**src/ssp_pkg.sv**
```systemverilog
// package: register map, field layout and codes for the stop, pin-mux and arbitration control block
package ssp_pkg;
    localparam int          ADDR_W          = 8;
    localparam logic [7:0]  OFS_CLK_CTRL    = 8'h00;
    localparam logic [7:0]  OFS_PIN_SEL     = 8'h04;
    localparam logic [7:0]  OFS_DEF_MASTER  = 8'h0c;
    localparam logic [7:0]  OFS_STATUS      = 8'h10;
    localparam logic [7:0]  OFS_ARB_IN      = 8'h14;
    localparam int          PIN_W           = 16;
    localparam int          DM_W            = 8;
    localparam logic [7:0]  DM_RESET        = 8'h00;
    localparam logic [7:0]  DM_WMASK        = 8'hf9;
    localparam int          DM_PARK_HI      = 7;
    localparam int          DM_PARK_LO      = 6;
    localparam int          DM_IARB         = 5;
    localparam int          DM_EARB         = 4;
    localparam int          DM_SHOW         = 3;
    localparam int          DM_CNT24        = 0;
    localparam int          CC_STOP_EN      = 0;
    localparam int          CC_WAKE_LO      = 1;
    localparam int          CC_WAKE_HI      = 3;
    localparam logic [2:0]  WAKE_ANY        = 3'h0;
    localparam logic [2:0]  WAKE_NONE       = 3'h7;
    localparam logic [2:0]  BW_MAX          = 3'h0;
    localparam logic [1:0]  HTRANS_NONSEQ   = 2'h2;
    localparam logic [2:0]  HSIZE_WORD      = 3'h2;
    typedef enum logic [1:0] {
        SSP_PARK_RR   = 2'h0,
        SSP_PARK_CORE = 2'h1,
        SSP_PARK_DMA  = 2'h2,
        SSP_PARK_CUR  = 2'h3
    } ssp_park_t;
    typedef enum {SSP_OWN_CORE, SSP_OWN_DMA, SSP_OWN_EXT} ssp_own_t;
endpackage : ssp_pkg

```
**src/ssp_ctrl.sv**
```systemverilog
// stop gating, pin-function select and internal bus arbiter with an ahb-lite register slave
// Contract
// - stop acknowledged only when enable set
// - stop enable resets to zero
// - stop gates only the core clock
// - wake threshold decodes any, 2-7 ... 7, none
// - qualifying interrupt restores core clock
// - pin select bit chooses port or alternate
// - pin select reset value from strap
// - arbitrate core, dma and external masters
// - park field selects four schemes
// - default master register 8 bits, reset zero
// - internal arbitration bit admits external masters
// - dma maximum bandwidth beats the core
// - negated external grant ranks external highest
// - register-space arbitration bit routes registers external
// - module base register core-only
// - round robin alternates while both request
// - park core/dma grants other only when idle
// - park current keeps owner while requesting
// - show data needs register-space arbitration
//
// The AHB-Lite interface to the registers is this design's own decision.
`timescale 1ns/100ps
module ssp_ctrl
    import ssp_pkg::*;
(
    input  wire logic                clk,
    input  wire logic                reset,
    input  wire logic                clk_en,
    input  wire logic                hsel,
    input  wire logic [ADDR_W-1:0]   haddr,
    input  wire logic [1:0]          htrans,
    input  wire logic                hwrite,
    input  wire logic [2:0]          hsize,
    input  wire logic [31:0]         hwdata,
    input  wire logic                hready,
    output logic      [31:0]         hrdata,
    output logic                     hreadyout,
    output logic                     hresp,
    input  wire logic                stop_request,
    output logic                     stop_ack,
    output logic                     core_clk_enable,
    input  wire logic [2:0]          irq_level,
    output logic                     wake_event,
    input  wire logic                config_strap_pin,
    output logic      [PIN_W-1:0]    pin_select,
    output logic      [PIN_W-1:0]    port_pins_out,
    output logic      [PIN_W-1:0]    port_pins_oe,
    input  wire logic [PIN_W-1:0]    port_pins_in,
    input  wire logic [PIN_W-1:0]    alt_func_out,
    input  wire logic [PIN_W-1:0]    alt_func_dir,
    input  wire logic [PIN_W-1:0]    gpio_out,
    input  wire logic [PIN_W-1:0]    gpio_dir,
    output logic      [PIN_W-1:0]    alt_func_in,
    output logic      [PIN_W-1:0]    gpio_in,
    input  wire logic                core_req,
    input  wire logic                dma_req,
    input  wire logic [2:0]          dma_bandwidth_field,
    input  wire logic                bus_busy,
    input  wire logic                external_grant_in,
    input  wire logic                ext_targets_internal,
    input  wire logic                ext_targets_module_base_register,
    output logic                     core_grant,
    output logic                     dma_grant,
    output logic                     ext_grant,
    output logic                     reg_access_external,
    output logic                     show_internal_data,
    output logic                     dma_count_width_select
);
    logic             stop_ack_enable;
    logic [2:0]       wake_level_threshold;
    logic [DM_W-1:0]  default_bus_master;
    logic             strap_pending;
    logic             stopped;
    ssp_own_t         owner;
    ssp_own_t         next_owner;
    ssp_own_t         last_internal;
    logic             after_ext;
    logic             ap_valid;
    logic             ap_write;
    logic [ADDR_W-1:0] ap_addr;

    // threshold decode: true when the level may wake the core
    function automatic logic wake_ok(input logic [2:0] thr, input logic [2:0] lvl);
        if (thr == WAKE_NONE) return 1'b0;
        if (thr == WAKE_ANY) return lvl != 3'h0;
        return lvl > thr;
    endfunction : wake_ok

    function automatic logic [31:0] reg_read(input logic [ADDR_W-1:0] a);
        unique case (a)
            OFS_CLK_CTRL:   return {28'h0000000, wake_level_threshold, stop_ack_enable};
            OFS_PIN_SEL:    return {16'h0000, pin_select};
            OFS_DEF_MASTER: return {24'h000000, default_bus_master};
            OFS_STATUS:     return {28'h0000000, owner == SSP_OWN_EXT, owner == SSP_OWN_DMA,
                                    owner == SSP_OWN_CORE, stopped};
            default:        return 32'h00000000;
        endcase
    endfunction : reg_read

    // bus slave: zero wait states, always okay, unmapped reads zero
    assign hreadyout = 1'b1;
    assign hresp     = 1'b0;

    always_ff @(posedge clk or posedge reset) begin
        if (reset) begin
            ap_valid <= 1'b0;
            ap_write <= 1'b0;
            ap_addr  <= '0;
        end else if (clk_en && hready) begin
            ap_valid <= hsel && htrans == HTRANS_NONSEQ && hsize == HSIZE_WORD;
            ap_write <= hwrite;
            ap_addr  <= haddr;
        end
    end

    // read data is launched at the address edge so it stands through the whole data phase
    always_ff @(posedge clk or posedge reset) begin
        if (reset) begin
            hrdata <= '0;
        end else if (clk_en && hready && hsel && htrans == HTRANS_NONSEQ && !hwrite) begin
            hrdata <= reg_read(haddr);
        end
    end

    logic wr_en;
    assign wr_en = ap_valid && ap_write && clk_en;

    always_ff @(posedge clk or posedge reset) begin
        if (reset) begin
            stop_ack_enable      <= 1'b0;
            wake_level_threshold <= WAKE_ANY;
        end else if (wr_en && ap_addr == OFS_CLK_CTRL) begin
            stop_ack_enable      <= hwdata[CC_STOP_EN];
            wake_level_threshold <= hwdata[CC_WAKE_HI:CC_WAKE_LO];
        end
    end

    // strap caught on the first enabled edge after release, a software write wins later
    always_ff @(posedge clk or posedge reset) begin
        if (reset) begin
            strap_pending <= 1'b1;
            pin_select    <= '0;
        end else if (clk_en) begin
            strap_pending <= 1'b0;
            if (strap_pending) begin
                pin_select <= {PIN_W{config_strap_pin}};
            end else if (wr_en && ap_addr == OFS_PIN_SEL) begin
                pin_select <= hwdata[PIN_W-1:0];
            end
        end
    end

    always_ff @(posedge clk or posedge reset) begin
        if (reset) begin
            default_bus_master <= DM_RESET;
        end else if (wr_en && ap_addr == OFS_DEF_MASTER) begin
            default_bus_master <= hwdata[DM_W-1:0] & DM_WMASK;
        end
    end

    // pin mux: bit n picks port bit n or its alternate function
    genvar gi;
    generate
        for (gi = 0; gi < PIN_W; gi++) begin : g_pin
            assign port_pins_out[gi] = pin_select[gi] ? alt_func_out[gi] : gpio_out[gi];
            assign port_pins_oe[gi]  = pin_select[gi] ? alt_func_dir[gi] : gpio_dir[gi];
            assign alt_func_in[gi]   = pin_select[gi] & port_pins_in[gi];
            assign gpio_in[gi]       = ~pin_select[gi] & port_pins_in[gi];
        end
    endgenerate

    // stop: only the core clock is gated; this block keeps running
    assign wake_event = stopped && wake_ok(wake_level_threshold, irq_level);
    assign stop_ack   = stop_request && stop_ack_enable && !stopped;
    assign core_clk_enable = !stopped;

    always_ff @(posedge clk or posedge reset) begin
        if (reset) begin
            stopped <= 1'b0;
        end else if (clk_en) begin
            if (wake_event) begin
                stopped <= 1'b0;
            end else if (stop_ack) begin
                stopped <= 1'b1;
            end
        end
    end

    // arbiter
    ssp_park_t park;
    logic      iarb;
    logic      dma_first;
    assign park      = ssp_park_t'(default_bus_master[DM_PARK_HI:DM_PARK_LO]);
    assign iarb      = default_bus_master[DM_IARB];
    assign dma_first = dma_bandwidth_field == BW_MAX;

    always_comb begin
        next_owner = owner;
        if (!bus_busy) begin
            if (iarb && !external_grant_in && ext_targets_internal && !ext_targets_module_base_register) begin
                next_owner = SSP_OWN_EXT;
            end else if (after_ext && core_req) begin
                next_owner = SSP_OWN_CORE;
            end else if (core_req && dma_req) begin
                if (dma_first) begin
                    next_owner = SSP_OWN_DMA;
                end else begin
                    unique case (park)
                        SSP_PARK_RR:   next_owner = last_internal == SSP_OWN_CORE ? SSP_OWN_DMA
                                                                                  : SSP_OWN_CORE;
                        SSP_PARK_CORE: next_owner = SSP_OWN_CORE;
                        SSP_PARK_DMA:  next_owner = SSP_OWN_DMA;
                        SSP_PARK_CUR:  next_owner = owner == SSP_OWN_EXT ? SSP_OWN_CORE : owner;
                    endcase
                end
            end else if (core_req) begin
                next_owner = SSP_OWN_CORE;
            end else if (dma_req) begin
                next_owner = SSP_OWN_DMA;
            end else if (owner == SSP_OWN_EXT) begin
                next_owner = SSP_OWN_CORE;
            end
        end
    end

    always_ff @(posedge clk or posedge reset) begin
        if (reset) begin
            owner         <= SSP_OWN_CORE;
            last_internal <= SSP_OWN_CORE;
            after_ext     <= 1'b0;
        end else if (clk_en) begin
            owner <= next_owner;
            if (!bus_busy && next_owner != SSP_OWN_EXT && (core_req || dma_req)) begin
                last_internal <= next_owner;
            end
            if (!bus_busy) begin
                after_ext <= owner == SSP_OWN_EXT && next_owner == SSP_OWN_EXT ? 1'b1
                           : next_owner == SSP_OWN_EXT ? 1'b1 : 1'b0;
            end
        end
    end

    assign core_grant = owner == SSP_OWN_CORE;
    assign dma_grant  = owner == SSP_OWN_DMA;
    assign ext_grant  = owner == SSP_OWN_EXT;
    assign reg_access_external    = default_bus_master[DM_EARB];
    assign show_internal_data     = default_bus_master[DM_SHOW] && default_bus_master[DM_EARB];
    assign dma_count_width_select = default_bus_master[DM_CNT24];
endmodule : ssp_ctrl

```
**config.mk**
```make
export PLATFORM = sky130hd
export DESIGN_NAME = ssp_ctrl
export DESIGN_NICKNAME = d
export VERILOG_FILES = /design/src/ssp_pkg.sv /design/src/ssp_ctrl.sv
export SDC_FILE = /design/constraint.sdc
export NUM_CORES = 1
export LEC_CHECK = 0
export ABC_AREA = 1
export BUFFER_PORTS_ARGS = -buffer_cell sky130_fd_sc_hd__buf_2
export CELL_PAD_IN_SITES_DETAIL_PLACEMENT = 0
export CELL_PAD_IN_SITES_GLOBAL_PLACEMENT = 1
export CORE_ASPECT_RATIO = 0.8
export CORE_UTILIZATION = 34
export CTS_CLUSTER_SIZE = 40
export DETAILED_ROUTE_END_ITERATION = 12
export PLACE_DENSITY_LB_ADDON = 0.1
export SLEW_MARGIN = 20
export SYNTH_ARGS = -nofsm -noshare
export SYNTH_HDL_FRONTEND = slang
export SYNTH_SLANG_ARGS = --single-unit
export TNS_END_PERCENT = 50
```
**constraint.sdc**
```tcl
create_clock -name clk -period 4.5 [get_ports clk]
set_input_delay 0.9 -clock clk [delete_from_list [all_inputs] [get_ports clk]]
set_output_delay 0.9 -clock clk [all_outputs]
set_load 0.02 [all_outputs]
```
==> flow_metrics.py, run 1 <==
metrics = {
    "sta": {
        "finalCritPeriodShare_pct": 69.7,
        "timing.fmax_mhz": 319,
        "finalHoldWorstSlack_ns": 0.474,
        "maxSlewHeadroom_pct": 43.7,
        "rsz0062_at_grt": "false",
        "worst-slew-pin-transition_ns": 0.844,
        "tns_ns": 0,
        "post-route-min-period_ns": 3.14,
        "finClkSkew_ns": 0.00974,
        "timing.final.hold_violations": 0,
        "slew_viol_final": 0,
        "finalSetupViolCount": 0,
    },
    "worst_setup_path": {
        "crit_buf_inv": 2,
        "cp.arrival_ns": 2.24,
        "critPathMostFrequentCell": "buf_2",
        "crit_type": "primary input to primary output",
        "worstPathMaxFanout": 3,
        "crit_chain": "buf_2 -> ha_1 -> nand2_1 -> o21ai_0 -> a21oi_1 -> a211oi_1 -> buf_2",
        "cpLargestDelayFamily": "compound AO/OA/AOI/OAI gates",
        "reg2reg_to": "after_ext",
        "r2r_cells": 13,
        "cp_slowest_cell": "a211oi_1",
        "slowest_delay_ns": 0.38,
        "crit_path_start_kind": "primary input",
        "reg2reg_from": "default_bus_master[7]",
        "crit_path_end_kind": "primary output",
        "r2r_slack_ns": 2.17,
        "crit_required_ns": 3.60,
    },
    "yosys": {
        "ys_ff_latch": 119,
        "yosys.area_share.simple_pct": 36.3,
        "synth_compound_area_share_pct": 9.68,
        "synthMuxAreaShare_pct": 0,
        "yosys.area.top_type": "dfrtp_1",
        "yosys_warnings": 0,
        "synth-edff-count": 0,
        "avgSynthCellArea_um2": 6.62,
        "synth_top_family_by_area": "simple AND/OR/NAND/NOR gates",
        "yosys.area.top_type_share_pct": 41.3,
        "synthAdderAreaFrac_pct": 0.525,
        "synth_cells": 1079,
        "synthDistinctLibCells": 36,
        "ys.flop_type": "dfrtp_1",
        "seq_area_frac_synth_pct": 41.7,
        "ys_top_cells_by_area": "dfrtp_1, nand2_1, nor2_1",
        "synth_area_um2": 7150,
        "async_flop_share_pct": 100,
        "synthXorXnorAreaFrac_pct": 0,
    },
    "detailed_routing": {
        "drt_iter0_markers": 433,
        "wl_um": 23300,
        "final_antenna_net_count": 0,
        "vias": 7261,
        "dr.pass1.iters": 7,
        "detail_route.wl_per_cell_um": 14.7,
        "drc": 0,
        "vias_per_cell": 4.60,
    },
    "finish": {
        "regArea_um2": 2980,
        "area_growth_pct": 27.0,
        "drive_gt1_share_pct": 23.0,
        "finalNetCount": 1446,
        "multiInputGateArea_um2": 3390,
        "fillCellCount": 2243,
        "utilization_pct": 44.0,
        "antennaDiodeCount": 0,
    },
    "pwr": {
        "seqPwrFrac_pct": 36.5,
        "leakage_nw": 5.24,
        "fin_total_pwr_mw": 3.38,
        "power_switching_mw": 1.11,
        "swShare_pct": 32.8,
        "clkPwrFrac_pct": 42.4,
        "pwr-share-comb_pct": 21.1,
        "p_int_mw": 2.27,
        "ir_worst_vdd_mv": 0.221,
        "p_per_area_nw_per_um2": 372,
    },
    "global_routing": {
        "globalRouteOverflowTotal": 0,
        "grt_pass1_wl_um": 36300,
        "grt_util_all_layers_pct": 22.0,
        "first_global_vias": 6517,
        "grt_max_degree": 52,
        "antenna_found_initial": 0,
    },
    "die": {
        "start_util_pct": 34.6,
        "dieWidth_um": 164,
        "num_rows": 47,
        "io_pins": 268,
        "coreArea_um2": 20600,
        "dieHeight_um": 132,
        "die-area_um2": 21600,
    },
    "worst_hold_path": {
        "hold_path_end": "last_internal[8]",
        "worstHoldPathType": "register to register",
        "hold_depth": 2,
        "min_from": "last_internal[8]",
    },
    "outcome": {
        "status": "complete, no violations",
    },
    "job": {
        "cap_viol_max_count": 0,
    },
    "clock_tree": {
        "cts_buffer_depth": 2,
        "cts_htree_levels": 4,
        "clk_pin_slew_ns": 0.06,
        "cts_hold_buf": 0,
        "cts_resized": 0,
        "numCtsBuffers": 17,
        "cts_tree": "built",
        "cts_root_buffer": "clkbuf_16",
        "worstSkewPairLatency_ns": 0.42,
        "post_cts_buffers": 0,
        "cts.sinks": 119,
    },
    "place": {
        "io_buffers": 233,
        "hpwl_um": 17200,
        "gp_congestion": 0.785,
    },
}
==> power by group through the flow <==
stage	combinational (mW)	clock, mW	sequential (mW)
after floorplan	0.444	0	1.26
after detailed placement	0.718	0	1.25
after global routing	0.799	1.52	1.25
after global placement	0.718	0	1.25
after CTS	0.722	1.46	1.24
final	0.712	1.43	1.24
==> layout by cell type (no fill, tap or decap), drive strengths merged, types with 18 or more instances in the layout <==
cell and n:
nor2 137, dfrtp 118, nand3 42, buf 239
inv 141, nand2 420, o21ai 98, o22ai 19
nand4 18, conb 18
==> tightest hold or removal path, stage by stage (launching register included) <==
cell	delay [ns]
dfrtp_1	0.34
nand2_1	0.05
nand2_1	0.05
==> kinds of logic (layout without fill, tap and decap cells) <==
| group | Yosys count | after routing |
|---|---|---|
| and+or+nand+nor | 633 | 633 |
| DFF | 119 | 119 |
| AOI/OAI and AO/OA | 129 | 129 |
| adders and majority gates | 3 | 3 |
| buffers and inverters | 193 | 409 |
| other | 2 | 18 |
==> worst max-delay path by stage <==
stage / startpoint / to / cells after the start
2_1_floorplan: reset / after_ext / 1
4_1_cts: irq_level[2] / wake_event / 7
3_5_place_dp: clk_en / hrdata[12] / 7
5_1_grt: irq_level[2] / wake_event / 7
6_report: irq_level[2] / wake_event / 7
3_3_place_gp: clk_en / hrdata[9] / 7
==> state kept, by name (all words and copies together), names as in the netlist <==
name	count
stop_ack_enable	1
strap_pending	1
after_ext	1
pin_select	16
ap_addr	8
owner	32
stopped	1
hrdata	16
ap_write	1
wake_level_threshold	3
ap_valid	1
default_bus_master	6
last_internal	32
==> metal layers <==
layer	part of all wire (%)	GRT usage, %	wire (um)
met3	5.1	3.88	1200
met4	0.57	4.63	132
met5	0	0	0
met1	48	31.2	11300
met2	46	34.9	10700
==> layout make-up <==
class / instances / area share (%)
multi-input cells: 783 / 37.4
clock inverters: 15 / 2.16
well taps: 269 / 3.71
flip-flops and latches: 119 / 32.8
repair buffers: 239 / 13.5
clock buffers: 17 / 4.69
inverters: 138 / 5.73
==> synthesized netlist by cell type (2+ instances only) <==
| cell | count |
|---|---|
| nand2_1 | 415 |
| nor2_1 | 136 |
| inv_1 | 130 |
| dfrtp_1 | 118 |
| o21ai_0 | 96 |
| nand3_1 | 30 |
| buf_4 | 22 |
| clkbuf_1 | 21 |
| o22ai_1 | 19 |
| nand4_1 | 18 |
| nand3_2 | 12 |
| buf_2 | 9 |
| nor3_1 | 8 |
| a21oi_1 | 7 |
| inv_2 | 7 |
| nand2_2 | 4 |
| ha_1 | 3 |
| nand3b_1 | 3 |
| buf_6 | 2 |
| conb_1 | 2 |
| o21ai_1 | 2 |
==> stage by stage <==
step | setup WS, ns | area, um2 | instances
after floorplan | 0.444 | 7210 | 1095
after global placement | 1.19 | 8450 | 1548
after detailed placement | 1.14 | 8450 | 1548
after CTS | 1.34 | 9080 | 1580
after global routing | 1.28 | 9080 | 1580
final | 1.36 | 9080 | 1580
No activity file was read; power rests on OpenSTA's default activity.
==> run 2: changes to the inputs <==
--- a/config.mk
+++ b/config.mk
@@ -10,7 +10,7 @@
 export CELL_PAD_IN_SITES_DETAIL_PLACEMENT = 0
 export CELL_PAD_IN_SITES_GLOBAL_PLACEMENT = 1
 export CORE_ASPECT_RATIO = 0.8
-export CORE_UTILIZATION = 34
+export CORE_UTILIZATION = 31
 export CTS_CLUSTER_SIZE = 40
 export DETAILED_ROUTE_END_ITERATION = 12
 export PLACE_DENSITY_LB_ADDON = 0.1
==> constraint.sdc (replaced) <==
create_clock -name clk -period 2.8 [get_ports clk]
set_input_delay 0.56 -clock clk [delete_from_list [all_inputs] [get_ports clk]]
set_output_delay 0.56 -clock clk [all_outputs]
set_load 0.02 [all_outputs]
==> run 2 against run 1 <==
Against the previous run:
- clock power grew 50%
- combinational power up 62%
- first-iteration DRC count up 18%
- cell area grew 1.0%
- highest routed layer unchanged
==> flow_metrics.py, run 2 (same netlist as run 1, synthesis figures left out) <==
metrics = {
    "die": {
        "io_pins": 268,
        "num_rows": 49,
        "dieWidth_um": 172,
        "coreArea_um2": 22600,
        "start_util_pct": 31.7,
        "dieHeight_um": 138,
        "die-area_um2": 23700,
    },
    "finish": {
        "reg_top3": "last_internal x32, owner x32",
        "layout_common_cells": "nand2_1, buf_2, nor2_1, inv_1, dfrtp_1",
        "finalNetCount": 1456,
        "drive_gt1_share_pct": 23.6,
        "multiInputGateArea_um2": 3390,
        "fillCellCount": 2474,
        "final_common_cell": "nand2_1",
        "area_growth_pct": 28.3,
        "antennaDiodeCount": 0,
        "regArea_um2": 2980,
        "utilization_pct": 40.6,
    },
    "sta": {
        "worst-slew-pin-transition_ns": 0.713,
        "rsz0062_at_grt": "false",
        "post-route-min-period_ns": 2.69,
        "timing.fmax_mhz": 372,
        "finClkSkew_ns": 0.00854,
        "finalSetupViolCount": 0,
        "finalCritPeriodShare_pct": 95.9,
        "finalHoldWorstSlack_ns": 0.294,
        "maxSlewHeadroom_pct": 52.5,
        "setup_ws_ns": 0.114,
        "slew_viol_final": 0,
        "tns_ns": 0,
        "timing.final.hold_violations": 0,
    },
    "worst_setup_path": {
        "crit_required_ns": 2.24,
        "cp_slowest_cell": "dfrtp_1",
        "cp.arrival_ns": 2.13,
        "worstPathMaxFanout": 3,
        "cpLargestDelayFamily": "simple AND/OR/NAND/NOR gates",
        "crit_buf_inv": 3,
        "crit_path_end_kind": "primary output",
        "r2r_cells": 14,
        "crit_chain": "inv_1 -> nand2_1 -> nor2_1 -> nand2_1 -> nor2_1 -> inv_1 -> nor3_1 -> buf_2",
        "crit_path_start_kind": "register",
        "slowest_delay_ns": 0.39,
        "crit_type": "register to primary output",
        "crit_cells": 8,
    },
    "detailed_routing": {
        "vias": 7244,
        "final_antenna_net_count": 0,
        "dr.pass1.iters": 5,
        "drt_iter0_markers": 509,
        "wl_um": 23700,
        "detail_route.wl_per_cell_um": 14.5,
        "vias_per_cell": 4.45,
        "drc": 0,
    },
    "worst_hold_path": {
        "worstHoldPathType": "primary input to async pin",
    },
    "clock_tree": {
        "cts_buffer_depth": 2,
        "cts.sinks": 119,
        "cts_root_buffer": "clkbuf_16",
        "worstSkewPairLatency_ns": 0.42,
        "cts_tree": "built",
        "clk_pin_slew_ns": 0.06,
        "post_cts_buffers": 0,
        "cts_resized": 0,
        "numCtsBuffers": 17,
        "cts_hold_buf": 0,
        "cts_htree_levels": 4,
    },
    "job": {
        "cap_viol_max_count": 0,
    },
    "global_routing": {
        "grt_max_degree": 120,
        "grt_util_all_layers_pct": 19.7,
        "antenna_found_initial": 0,
        "grt_pass1_wl_um": 35200,
        "first_global_vias": 6281,
        "globalRouteOverflowTotal": 0,
    },
    "pwr": {
        "power_switching_mw": 1.75,
        "fin_total_pwr_mw": 5.29,
        "ir_worst_vdd_mv": 0.300,
        "seqPwrFrac_pct": 37.6,
        "swShare_pct": 33.0,
        "pwr-share-comb_pct": 21.8,
        "clkPwrFrac_pct": 40.6,
        "p_per_area_nw_per_um2": 577,
        "p_int_mw": 3.54,
        "leakage_nw": 5.26,
    },
    "place": {
        "gp_congestion": 0.754,
        "io_buffers": 233,
        "dp_worst_setup_slack_ns": 0.215,
        "hpwl_um": 17200,
    },
    "outcome": {
        "status": "complete, no violations",
    },
}
## run 2: cell types whose count changed in the layout (fill, tap and decap cells not counted)
cell,delta
buf_12,+1
buf_4,+9
bufinv_16,-1
clkinv_2,+4
clkinv_4,-4
clkinvlp_4,+4
inv_4,-1
inv_6,-1
inv_8,-1
## run 2: metal layers
metal  track usage [%]  wire [um]
met5                 0          0
met3              3.56       1170
met2              30.4      10700
met4              4.38        125
met1              28.4      11700
## run 2: worst paths after layout
path                                       startpoint                 to  slack, ns
worst min-delay path                            reset          owner[20]       0.29
worst max register to register  default_bus_master[7]          after_ext       0.70
worst min register to register      last_internal[31]  last_internal[31]       0.47
worst max-delay path                        owner[17]          dma_grant       0.11
min in group clk                             haddr[7]         ap_addr[7]       0.35
max in group asynchronous                       reset          owner[28]       1.92
## run 2: worst register-to-register path: stages, from the launching register on
cell	delay (ns)
dfrtp_1	0.43
nand2_1	0.26
buf_4	0.23
nor2_1	0.05
nand2_1	0.06
nand2_1	0.05
nand4_1	0.08
nor2_1	0.06
nor2_1	0.22
nand2_1	0.08
nor2_1	0.17
nand2_1	0.08
nor2_1	0.11
nand3_1	0.07
nand2_1	0.08
## run 2: final cells by class
class	instances	share of cell area (%)
Tap cell	306	4.18
Sequential cell	119	32.5
Clock inverter	15	1.68
Multi-Input combinational cell	783	37.0
Timing Repair Buffer	249	14.3
Inverter	138	5.69
Clock buffer	17	4.64
## run 2: metrics by stage
step / cell area [um2] / std cells
2_1_floorplan: 7210 / 1095
3_3_place_gp: 8590 / 1595
3_5_place_dp: 8590 / 1595
4_1_cts: 9170 / 1627
5_1_grt: 9170 / 1627
6_report: 9170 / 1627
## run 2: power groups by stage
| stage | sequential (mW) | clock [mW] | combinational [mW] |
|---|---|---|---|
| 4_1_cts | 1.99 | 2.20 | 1.17 |
| 3_3_place_gp | 2.02 | 0 | 1.16 |
| 3_5_place_dp | 2.02 | 0 | 1.16 |
| 5_1_grt | 2.01 | 2.27 | 1.30 |
| 6_report | 1.99 | 2.15 | 1.15 |
| 2_1_floorplan | 2.02 | 0 | 0.714 |
